==> config.mk <==
export PLATFORM = sky130hd
export DESIGN_NAME = ddrc_host
export DESIGN_NICKNAME = d
export VERILOG_FILES = /design/src/pkg/ddrc_pkg.sv /design/src/design/ddrc_timer.sv /design/src/design/ddrc_host.sv
export VERILOG_INCLUDE_DIRS = /design/src /design/src/pkg
export SDC_FILE = /design/constraint.sdc
export NUM_CORES = 1
export LEC_CHECK = 0
export BUFFER_PORTS_ARGS = -buffer_cell sky130_fd_sc_hd__buf_4
export CORE_ASPECT_RATIO = 0.6
export CORE_UTILIZATION = 25
export DETAILED_ROUTE_END_ITERATION = 16
export PLACE_DENSITY_LB_ADDON = 0.08
export SLEW_MARGIN = 10
export SYNTH_ARGS = -nofsm -noshare
export SYNTH_HDL_FRONTEND = slang
export SYNTH_SLANG_ARGS = --single-unit
export TNS_END_PERCENT = 10
==> constraint.sdc <==
create_clock -name core_clk -period 17.1 [get_ports core_clk]
set_clock_uncertainty 0.2 [all_clocks]
set_input_delay 3.42 -clock core_clk [delete_from_list [all_inputs] [get_ports core_clk]]
set_output_delay 3.42 -clock core_clk [all_outputs]
set_load 0.1 [all_outputs]
==> src/pkg/ddrc_consts.svh <==
// timing and field constants for the ddr2 command controller
`ifndef DDRC_CONSTS_SVH
`define DDRC_CONSTS_SVH
`define DDRC_CLK_MHZ       50
`define DDRC_T_RC_NS       55
`define DDRC_T_RRD_NS      10
`define DDRC_T_RCD_NS      15
`define DDRC_T_RP_NS       15
`define DDRC_T_RFC_NS      75
`define DDRC_T_XSNR_NS     200
`define DDRC_T_AOFD_NS     10
`define DDRC_T_MOD_MAX_NS  12
`define DDRC_T_WR_NS       15
`define DDRC_T_REFI_NS     7800
`define DDRC_CYC_MIN(ns)   ((((ns) * `DDRC_CLK_MHZ) + 999) / 1000 < 1 ? 1 : ((((ns) * `DDRC_CLK_MHZ) + 999) / 1000))
`define DDRC_CYC_MAX(ns)   ((((ns) * `DDRC_CLK_MHZ) / 1000) < 1 ? 1 : (((ns) * `DDRC_CLK_MHZ) / 1000))
`define DDRC_TCCD          2
`define DDRC_AL_MAX        4
`define DDRC_AP_BIT        10
`define DDRC_COL_W         9
`define DDRC_ROW_W         12
`define DDRC_ADDR_W        13
`define DDRC_BANKS         4
`define DDRC_POSTED_MAX    8
`define DDRC_CNT_W         16
`define DDRC_EMR1_BA       2'h1
`define DDRC_REFI_DEF      390
`define DDRC_AP_MARGIN     8
`endif

==> src/pkg/ddrc_pkg.sv <==
// types for the ddr2 command controller
package ddrc_pkg;
	typedef enum logic [3:0] {
		DDRC_OP_NONE,
		DDRC_OP_ACT,
		DDRC_OP_RD,
		DDRC_OP_WR,
		DDRC_OP_PREA,
		DDRC_OP_REF,
		DDRC_OP_EMRS1,
		DDRC_OP_SRE,
		DDRC_OP_SRX
	} ddrc_op_e;
	typedef struct packed {
		logic       cs_n;
		logic       ras_n;
		logic       cas_n;
		logic       we_n;
		logic [1:0] ba;
		logic [12:0] addr;
	} ddrc_cmd_s;
	typedef struct packed {
		ddrc_op_e   op;
		logic [1:0] bank;
		logic [11:0] row;
		logic [8:0] col;
		logic       auto_precharge_flag;
		logic [12:0] mode_bits;
	} ddrc_req_s;
endpackage : ddrc_pkg

==> src/design/ddrc_timer.sv <==
// down counter used for each spacing guard
`timescale 1ns/1ps
module ddrc_timer
	import ddrc_pkg::*;
#(
	parameter int W = 16
) (
	input  wire logic         core_clk,
	input  wire logic         rst_n,
	input  wire logic         load,
	input  wire logic [W-1:0] value,
	output logic              done
);
	logic [W-1:0] cnt_q;
	always_ff @(posedge core_clk or negedge rst_n) begin
		if (!rst_n) begin
			cnt_q <= '0;
		end else if (load) begin
			cnt_q <= value;
		end else if (cnt_q != '0) begin
			cnt_q <= cnt_q - 1'b1;
		end
	end
	assign done = (cnt_q == '0);
endmodule : ddrc_timer

==> src/design/ddrc_host.sv <==
// ddr2 command controller driving the device command pins
`timescale 1ns/1ps
`include "ddrc_consts.svh"
module ddrc_host
	import ddrc_pkg::*;
#(
	parameter int REFI_CYC = (`DDRC_T_REFI_NS * `DDRC_CLK_MHZ) / 1000
) (
	input  wire logic        core_clk,
	input  wire logic        nrst,
	input  wire ddrc_req_s   req,
	input  wire logic        req_valid,
	output logic             req_ready,
	input  wire logic [2:0]  add_lat,
	input  wire logic        clk_stable,
	input  wire logic        odt_want,
	output ddrc_cmd_s        cmd,
	output logic             cke,
	output logic             odt,
	output logic [1:0]       open_banks_lo,
	output logic [1:0]       open_banks_hi,
	output logic             in_self_refresh,
	output logic             refresh_due,
	output logic             req_error
);
	localparam int T_RC    = `DDRC_CYC_MIN(`DDRC_T_RC_NS);
	localparam int T_RRD   = `DDRC_CYC_MIN(`DDRC_T_RRD_NS);
	localparam int T_RFC   = `DDRC_CYC_MIN(`DDRC_T_RFC_NS);
	localparam int T_XSNR  = `DDRC_CYC_MIN(`DDRC_T_XSNR_NS);
	localparam int T_AOFD  = `DDRC_CYC_MIN(`DDRC_T_AOFD_NS);
	localparam int T_MODX  = `DDRC_CYC_MIN(`DDRC_T_MOD_MAX_NS);
	localparam int T_RCD   = `DDRC_CYC_MIN(`DDRC_T_RCD_NS);
	localparam int T_RPAP  = `DDRC_CYC_MIN(`DDRC_T_RP_NS + `DDRC_T_WR_NS) + `DDRC_AP_MARGIN;

	typedef enum logic [2:0] {
		ST_RUN,
		ST_ODT_OFF,
		ST_MOD_WAIT,
		ST_SELF,
		ST_EXIT
	} ddrc_st_e;

	logic [1:0] rst_sync_q;
	logic       rst_n;
	always_ff @(posedge core_clk or negedge nrst) begin
		if (!nrst) begin
			rst_sync_q <= 2'h0;
		end else begin
			rst_sync_q <= {rst_sync_q[0], 1'b1};
		end
	end
	assign rst_n = rst_sync_q[1];

	// clock stable comes from the clock generator, off this domain
	logic [1:0] stab_q;
	always_ff @(posedge core_clk or negedge rst_n) begin
		if (!rst_n) begin
			stab_q <= 2'h0;
		end else begin
			stab_q <= {stab_q[0], clk_stable};
		end
	end

	ddrc_st_e st_q;
	logic [`DDRC_BANKS-1:0] open_q;
	logic [`DDRC_BANKS-1:0] rc_done;
	logic [`DDRC_BANKS-1:0] rc_load;
	logic rrd_done, rfc_done, ccd_done, wait_done;
	logic wait_load;
	logic [`DDRC_CNT_W-1:0] wait_val;
	logic need_ref_q;
	logic [3:0] posted_q;
	logic [`DDRC_CNT_W-1:0] refi_q;
	logic issue;
	logic [1:0] bank;

	function automatic ddrc_cmd_s mk(input logic r, input logic c, input logic w,
		input logic [1:0] b, input logic [12:0] a);
		mk = '{cs_n: 1'b0, ras_n: r, cas_n: c, we_n: w, ba: b, addr: a};
	endfunction : mk

	assign bank = req.bank;

	genvar gi;
	generate
		for (gi = 0; gi < `DDRC_BANKS; gi++) begin : g_rc
			ddrc_timer #(.W(`DDRC_CNT_W)) u_rc (
				.core_clk (core_clk),
				.rst_n    (rst_n),
				.load     (rc_load[gi]),
				.value    (`DDRC_CNT_W'(T_RC)),
				.done     (rc_done[gi])
			);
			assign rc_load[gi] = issue && req.op == DDRC_OP_ACT && bank == 2'(gi);
		end
	endgenerate

	ddrc_timer #(.W(`DDRC_CNT_W)) u_rrd (
		.core_clk (core_clk),
		.rst_n    (rst_n),
		.load     (issue && req.op == DDRC_OP_ACT),
		.value    (`DDRC_CNT_W'(T_RRD)),
		.done     (rrd_done)
	);
	ddrc_timer #(.W(`DDRC_CNT_W)) u_rfc (
		.core_clk (core_clk),
		.rst_n    (rst_n),
		.load     (issue && req.op == DDRC_OP_REF),
		.value    (`DDRC_CNT_W'(T_RFC)),
		.done     (rfc_done)
	);
	ddrc_timer #(.W(`DDRC_CNT_W)) u_ccd (
		.core_clk (core_clk),
		.rst_n    (rst_n),
		.load     (issue && (req.op == DDRC_OP_RD || req.op == DDRC_OP_WR)),
		.value    (`DDRC_CNT_W'(`DDRC_TCCD - 1)),
		.done     (ccd_done)
	);
	ddrc_timer #(.W(`DDRC_CNT_W)) u_wait (
		.core_clk (core_clk),
		.rst_n    (rst_n),
		.load     (wait_load),
		.value    (wait_val),
		.done     (wait_done)
	);

	// legality of the request against bank and spacing state
	logic ok, bad;
	always_comb begin
		ok  = 1'b0;
		bad = 1'b0;
		unique case (req.op)
			DDRC_OP_NONE:  ok = 1'b0;
			DDRC_OP_ACT: begin
				bad = open_q[bank];
				ok  = !bad && rc_done[bank] && rrd_done && rfc_done;
			end
			DDRC_OP_RD, DDRC_OP_WR: begin
				// column issue is not held back for rcd; a closed bank or al above 4 is refused
				bad = !open_q[bank] || add_lat > 3'(`DDRC_AL_MAX);
				ok  = !bad && ccd_done;
			end
			DDRC_OP_PREA:  ok = rfc_done;
			DDRC_OP_REF:   ok = rfc_done && open_q == '0;
			// update waits until termination is already off
			DDRC_OP_EMRS1: ok = rfc_done && !odt;
			DDRC_OP_SRE:   begin
				bad = need_ref_q || open_q != '0;
				ok  = !bad && rfc_done && !odt;
			end
			DDRC_OP_SRX:   ok = 1'b0;
			default:       bad = 1'b1;
		endcase
	end

	assign req_ready = (st_q == ST_RUN && (ok || bad)) ||
		(st_q == ST_SELF && req.op == DDRC_OP_SRX && stab_q[1]);
	assign issue = req_valid && req_ready && st_q == ST_RUN && ok;

	// state sequence for termination update and self refresh
	always_ff @(posedge core_clk or negedge rst_n) begin
		if (!rst_n) begin
			st_q      <= ST_RUN;
			wait_load <= 1'b0;
			wait_val  <= '0;
		end else begin
			wait_load <= 1'b0;
			unique case (st_q)
				ST_RUN: begin
					if (req_valid && req.op == DDRC_OP_EMRS1 && rfc_done && odt) begin
						st_q      <= ST_ODT_OFF;
						wait_load <= 1'b1;
						wait_val  <= `DDRC_CNT_W'(T_AOFD);
					end else if (issue && req.op == DDRC_OP_EMRS1) begin
						st_q      <= ST_MOD_WAIT;
						wait_load <= 1'b1;
						wait_val  <= `DDRC_CNT_W'(T_MODX);
					end else if (issue && req.op == DDRC_OP_SRE) begin
						st_q <= ST_SELF;
					end
				end
				ST_ODT_OFF: if (wait_done && !wait_load) begin
					st_q <= ST_RUN;
				end
				ST_MOD_WAIT: if (wait_done && !wait_load) begin
					st_q <= ST_RUN;
				end
				ST_SELF: if (req_valid && req_ready) begin
					st_q      <= ST_EXIT;
					wait_load <= 1'b1;
					wait_val  <= `DDRC_CNT_W'(T_XSNR);
				end
				ST_EXIT: if (wait_done && !wait_load) begin
					st_q <= ST_RUN;
				end
			endcase
		end
	end

	// bank bookkeeping; auto precharge closes the row after its timer
	logic [`DDRC_BANKS-1:0] ap_load;
	logic [`DDRC_BANKS-1:0] ap_done;
	logic [`DDRC_BANKS-1:0] ap_pend_q;
	generate
		for (gi = 0; gi < `DDRC_BANKS; gi++) begin : g_ap
			ddrc_timer #(.W(`DDRC_CNT_W)) u_ap (
				.core_clk (core_clk),
				.rst_n    (rst_n),
				.load     (ap_load[gi]),
				.value    (`DDRC_CNT_W'(T_RPAP) + `DDRC_CNT_W'(add_lat)),
				.done     (ap_done[gi])
			);
			assign ap_load[gi] = issue && (req.op == DDRC_OP_RD || req.op == DDRC_OP_WR) &&
				req.auto_precharge_flag && bank == 2'(gi);
		end
	endgenerate

	always_ff @(posedge core_clk or negedge rst_n) begin
		if (!rst_n) begin
			open_q    <= '0;
			ap_pend_q <= '0;
		end else if (issue && (req.op == DDRC_OP_PREA || req.op == DDRC_OP_REF)) begin
			open_q    <= '0;
			ap_pend_q <= '0;
		end else begin
			for (int i = 0; i < `DDRC_BANKS; i++) begin
				if (ap_load[i]) begin
					ap_pend_q[i] <= 1'b1;
				end else if (ap_pend_q[i] && ap_done[i]) begin
					ap_pend_q[i] <= 1'b0;
					open_q[i]    <= 1'b0;
				end
				if (rc_load[i]) begin
					open_q[i] <= 1'b1;
				end
			end
		end
	end

	// refresh interval and postponed count
	always_ff @(posedge core_clk or negedge rst_n) begin
		if (!rst_n) begin
			refi_q     <= '0;
			posted_q   <= 4'h0;
			need_ref_q <= 1'b0;
		end else begin
			if (refi_q == `DDRC_CNT_W'(REFI_CYC - 1)) begin
				refi_q <= '0;
			end else begin
				refi_q <= refi_q + 1'b1;
			end
			if (issue && req.op == DDRC_OP_REF) begin
				need_ref_q <= 1'b0;
				if (posted_q != 4'h0 && refi_q != `DDRC_CNT_W'(REFI_CYC - 1)) begin
					posted_q <= posted_q - 1'b1;
				end
			end else if (refi_q == `DDRC_CNT_W'(REFI_CYC - 1) && st_q != ST_SELF &&
				posted_q != 4'(`DDRC_POSTED_MAX + 1)) begin
				posted_q <= posted_q + 1'b1;
			end
			if (st_q == ST_EXIT) begin
				need_ref_q <= 1'b1;
			end
		end
	end
	// when eight are posted the host must refresh next
	assign refresh_due = posted_q >= 4'(`DDRC_POSTED_MAX);

	// command pins registered; idle edges carry nop
	always_ff @(posedge core_clk or negedge rst_n) begin
		if (!rst_n) begin
			cmd <= '{cs_n: 1'b1, ras_n: 1'b1, cas_n: 1'b1, we_n: 1'b1, ba: 2'h0, addr: 13'h0000};
			cke <= 1'b0;
		end else begin
			cmd <= mk(1'b1, 1'b1, 1'b1, 2'h0, 13'h0000);
			cke <= (st_q == ST_SELF) ? (req_valid && req_ready) : 1'b1;
			if (issue) begin
				unique case (req.op)
					DDRC_OP_ACT:   cmd <= mk(1'b0, 1'b1, 1'b1, bank, {1'b0, req.row});
					DDRC_OP_RD:    cmd <= mk(1'b1, 1'b0, 1'b1, bank,
						{2'h0, req.auto_precharge_flag, 1'b0, req.col});
					DDRC_OP_WR:    cmd <= mk(1'b1, 1'b0, 1'b0, bank,
						{2'h0, req.auto_precharge_flag, 1'b0, req.col});
					DDRC_OP_PREA:  cmd <= mk(1'b0, 1'b1, 1'b0, 2'h0,
						13'(1 << `DDRC_AP_BIT));
					DDRC_OP_REF:   cmd <= mk(1'b0, 1'b0, 1'b1, 2'h0, 13'h0000);
					DDRC_OP_EMRS1: cmd <= mk(1'b0, 1'b0, 1'b0, `DDRC_EMR1_BA, req.mode_bits);
					DDRC_OP_SRE: begin
						cmd <= mk(1'b0, 1'b0, 1'b1, 2'h0, 13'h0000);
						cke <= 1'b0;
					end
					default:       cmd <= mk(1'b1, 1'b1, 1'b1, 2'h0, 13'h0000);
				endcase
			end
		end
	end

	// termination: low through update, self refresh and exit
	always_ff @(posedge core_clk or negedge rst_n) begin
		if (!rst_n) begin
			odt <= 1'b0;
		end else begin
			odt <= odt_want && st_q == ST_RUN && !(req_valid && req.op == DDRC_OP_EMRS1) &&
				!(req_valid && req.op == DDRC_OP_SRE);
		end
	end

	always_ff @(posedge core_clk or negedge rst_n) begin
		if (!rst_n) begin
			req_error <= 1'b0;
		end else begin
			req_error <= req_valid && req_ready && bad;
		end
	end

	assign open_banks_lo   = open_q[1:0];
	assign open_banks_hi   = open_q[3:2];
	assign in_self_refresh = (st_q == ST_SELF);
endmodule : ddrc_host

==> flow_summary.json <==
{
  "path_clk_slew_ns": 0.06,
  "r2r-start": "g_rc[2].u_rc.cnt_q[8]$_DFFE_PN0P_",
  "synthTopCellsByCount": "249 x dfrtp_1, 171 x nor2_1, 116 x nand2_1, 93 x xnor2_1, 80 x xor2_1",
  "clock_latency_ns": 0.57,
  "synth_cell_type_count": 71,
  "overflow": 0,
  "layout-drive-gt1-share_pct": 13.3,
  "setup-tns-final_ns": 0,
  "core_area_mm2": 0.0483,
  "rsz0062_at_grt": "false",
  "status": "finished, final reports clean",
  "startpoint": "req[36]",
  "postCtsResizedCells": 0,
  "synthFlopType": "dfrtp_1",
  "drtIter0Drc": 577,
  "cts_tree": "done",
  "synth_nets": 1303,
  "vias_per_cell": 4.47,
  "grt_pass1_wl_um": 50200,
  "clock_path_buffers": 3,
  "placementRows": 62,
  "die_w_um": 289,
  "synth_area_mm2": 0.0124,
  "dp_hpwl_um": 21500,
  "max_freq_mhz": 111,
  "cp-end-kind": "output port",
  "area_delta_synth_final_pct": 18.6,
  "postSynthAreaPerCell_um2": 10.0,
  "async_flop_share_pct": 100,
  "synth_top_area_share_pct": 50.4,
  "min_period_ns": 8.99,
  "first_pass_iters": 5,
  "routed_wl_um": 30700,
  "synth_seq_cells": 253,
  "nets": 1391,
  "cellPowerDensity_mw_per_mm2": 129,
  "fin_crit_sh_pct": 52.6,
  "cp-start-kind": "primary input",
  "synth_largest_area_cell": "dfrtp_1",
  "yosysMostFrequentCell": "dfrtp_1",
  "wire_per_inst_um": 15.5,
  "p_leak_nw": 6.12,
  "ios": 78,
  "track_usage_pct": 12.5,
  "fin_cells": 1985,
  "timing.final.hold_violations": 0,
  "clock-root-buffer": "clkbuf_16",
  "start_util_pct": 25.6,
  "gp_congestion": 0.763,
  "die_h_um": 174,
  "synth_warnings": 0,
  "setup_violations": 0,
  "synth_edf_count": 0,
  "vias": 8867,
  "numPortBuffers": 77,
  "crit_required_ns": 13.48,
  "crit_arrival_ns": 5.37,
  "worstMarginPinSlew_ns": 1.01,
  "ant_nets": 0,
  "drv_slew": 0,
  "die_area_mm2": 0.0503,
  "cts_setup_buffers": 0,
  "relSlewSlack_pct": 32.6,
  "cts.hold.buffers_added": 0,
  "htree_levels": 1,
  "cts-buffers-inserted": 29,
  "peakVddDrop_v": 0.0000701,
  "critPathKind": "in -> out",
  "cp_max_fo": 8,
  "drc": 0,
  "min_path_type": "reg -> reg",
  "synth_cells": 1232,
  "grt_max_degree": 74,
  "cts.sinks": 253,
  "antenna_found_initial": 3,
  "grt_pass1_vias": 8692,
  "ys_top_cells_by_area": "dfrtp_1 50%, xnor2_1 6.6%, xor2_1 5.7%",
  "yosysSeqAreaShare_pct": 51.3,
  "hp-start": "rst_sync_q[0]$_DFF_PN0_",
  "dp_cells": 1929,
  "max_cap_violations": 0
}
-- area by class of cell --
class | count | area [um2]
antenna | 2 | 5.00
clock buffer | 43 | 838
clock inverter | 11 | 92.6
fill | 5019 | 33700
inverter | 37 | 139
multi-input combinational | 912 | 5780
sequential | 253 | 6340
tap | 640 | 801
timing repair buffer | 87 | 653
-- cell families (layout without fill, tap and decap cells) --
| group | count (synthesis) | after routing | share of synthesized area [%] |
|---|---|---|---|
| other | 2 | 4 | 0.0608 |
| xor gates and xnor gates | 173 | 173 | 12.3 |
| muxes | 17 | 17 | 1.53 |
| DFF | 253 | 253 | 51.3 |
| AOI/OAI and AO/OA | 135 | 135 | 7.54 |
| adders and majority gates | 22 | 22 | 2.23 |
| and+or+nand+nor | 563 | 563 | 23.0 |
| buffers and inverters | 67 | 178 | 2.12 |
-- path summary, 6_finish.rpt --
kind / to / slack, ns / cells after the start
worst max-delay path: req_ready / 8.11 / 8
worst min-delay path: rst_sync_q[1]$_DFF_PN0_ / 0.16 / 0
worst max register to register: posted_q[2]$_DFFE_PN0P_ / 13.20 / 11
worst min register to register: rst_sync_q[1]$_DFF_PN0_ / 0.16 / 0
max in group asynchronous: u_rfc.cnt_q[10]$_DFFE_PN0P_ / 14.01 / 2
min in group asynchronous: refi_q[6]$_DFF_PN0_ / 0.27 / 0
-- routing by layer --
metal / vias to the layer above / global-route usage [%] / share of wire [%]
li1: 4457 / - / -
met1: 4263 / 20.1 / 55
met2: 102 / 16.3 / 38
met3: 43 / 2.68 / 3.7
met4: 2 / 3.31 / 2.6
met5: - / 0 / 0.039
-- report_power, final --
group | internal, W | switching (W) | leakage, nW
clock | 0.000354 | 0.000266 | 0.462
sequential | 0.000733 | 0.000145 | 3.04
combinational | 0.000175 | 0.000212 | 2.61
total | 0.00126 | 0.000623 | 6.12
-- cells in the final DEF (no fill, tap or decap), types with 7 or more instances in the layout --
cell and count:
nand3_1 27, nor3b_1 8, nand2b_1 10, clkinv_2 7
o31ai_1 9, and4_1 7, inv_1 37, xnor2_1 93
nor4b_1 8, xor2_1 80, buf_4 87, ha_1 22
clkbuf_16 29, or2_2 9, nor2b_1 10, nor3_1 75
nand3b_1 12, nor4_1 36, nor2_1 171, nand2_1 116
o21ai_0 37, a222oi_1 9, and3_1 7, or4_1 10
clkbuf_1 8, a21oi_1 29, nand4_1 15, mux2i_1 11
dfrtp_1 248, or3_1 18
-- critical path, stage by stage --
cell and delay, ns:
buf_4 0.14, mux4_2 0.58, nor4_1 0.27, and4_1 0.34
nor2_1 0.09, a21oi_1 0.12, or2_2 0.11, buf_4 0.28
-- sequential cells by signal, indices dropped and copies added, names as in the netlist, 2 cells and up --
register / flops
st_q: 3
u_wait.cnt_q: 16
g_ap.u_ap.cnt_q: 64
u_rfc.cnt_q: 16
cmd: 19
refi_q: 16
rst_sync_q: 2
open_q: 4
posted_q: 4
g_rc.u_rc.cnt_q: 64
wait_val: 2
u_ccd.cnt_q: 16
stab_q: 2
u_rrd.cnt_q: 16
ap_pend_q: 4
-- stage by stage --
stage / cell area (um2) / util, % / setup WS, ns / hold slack (ns) / total power, W
6_report: 14600 / 30.3 / 8.11 / 0.155 / 0.00189
5_1_grt: 14600 / 30.3 / 7.95 / 0.168 / 0.00201
4_1_cts: 14600 / 30.3 / 8.10 / 0.151 / 0.00192
3_5_place_dp: 13700 / 28.4 / 8.11 / 0.137 / 0.00128
3_3_place_gp: 13700 / 28.4 / 8.06 / 0.132 / 0.00128
2_1_floorplan: 12400 / - / 8.17 / 0.131 / 0.00116
Power figures use the tool's default switching activity.
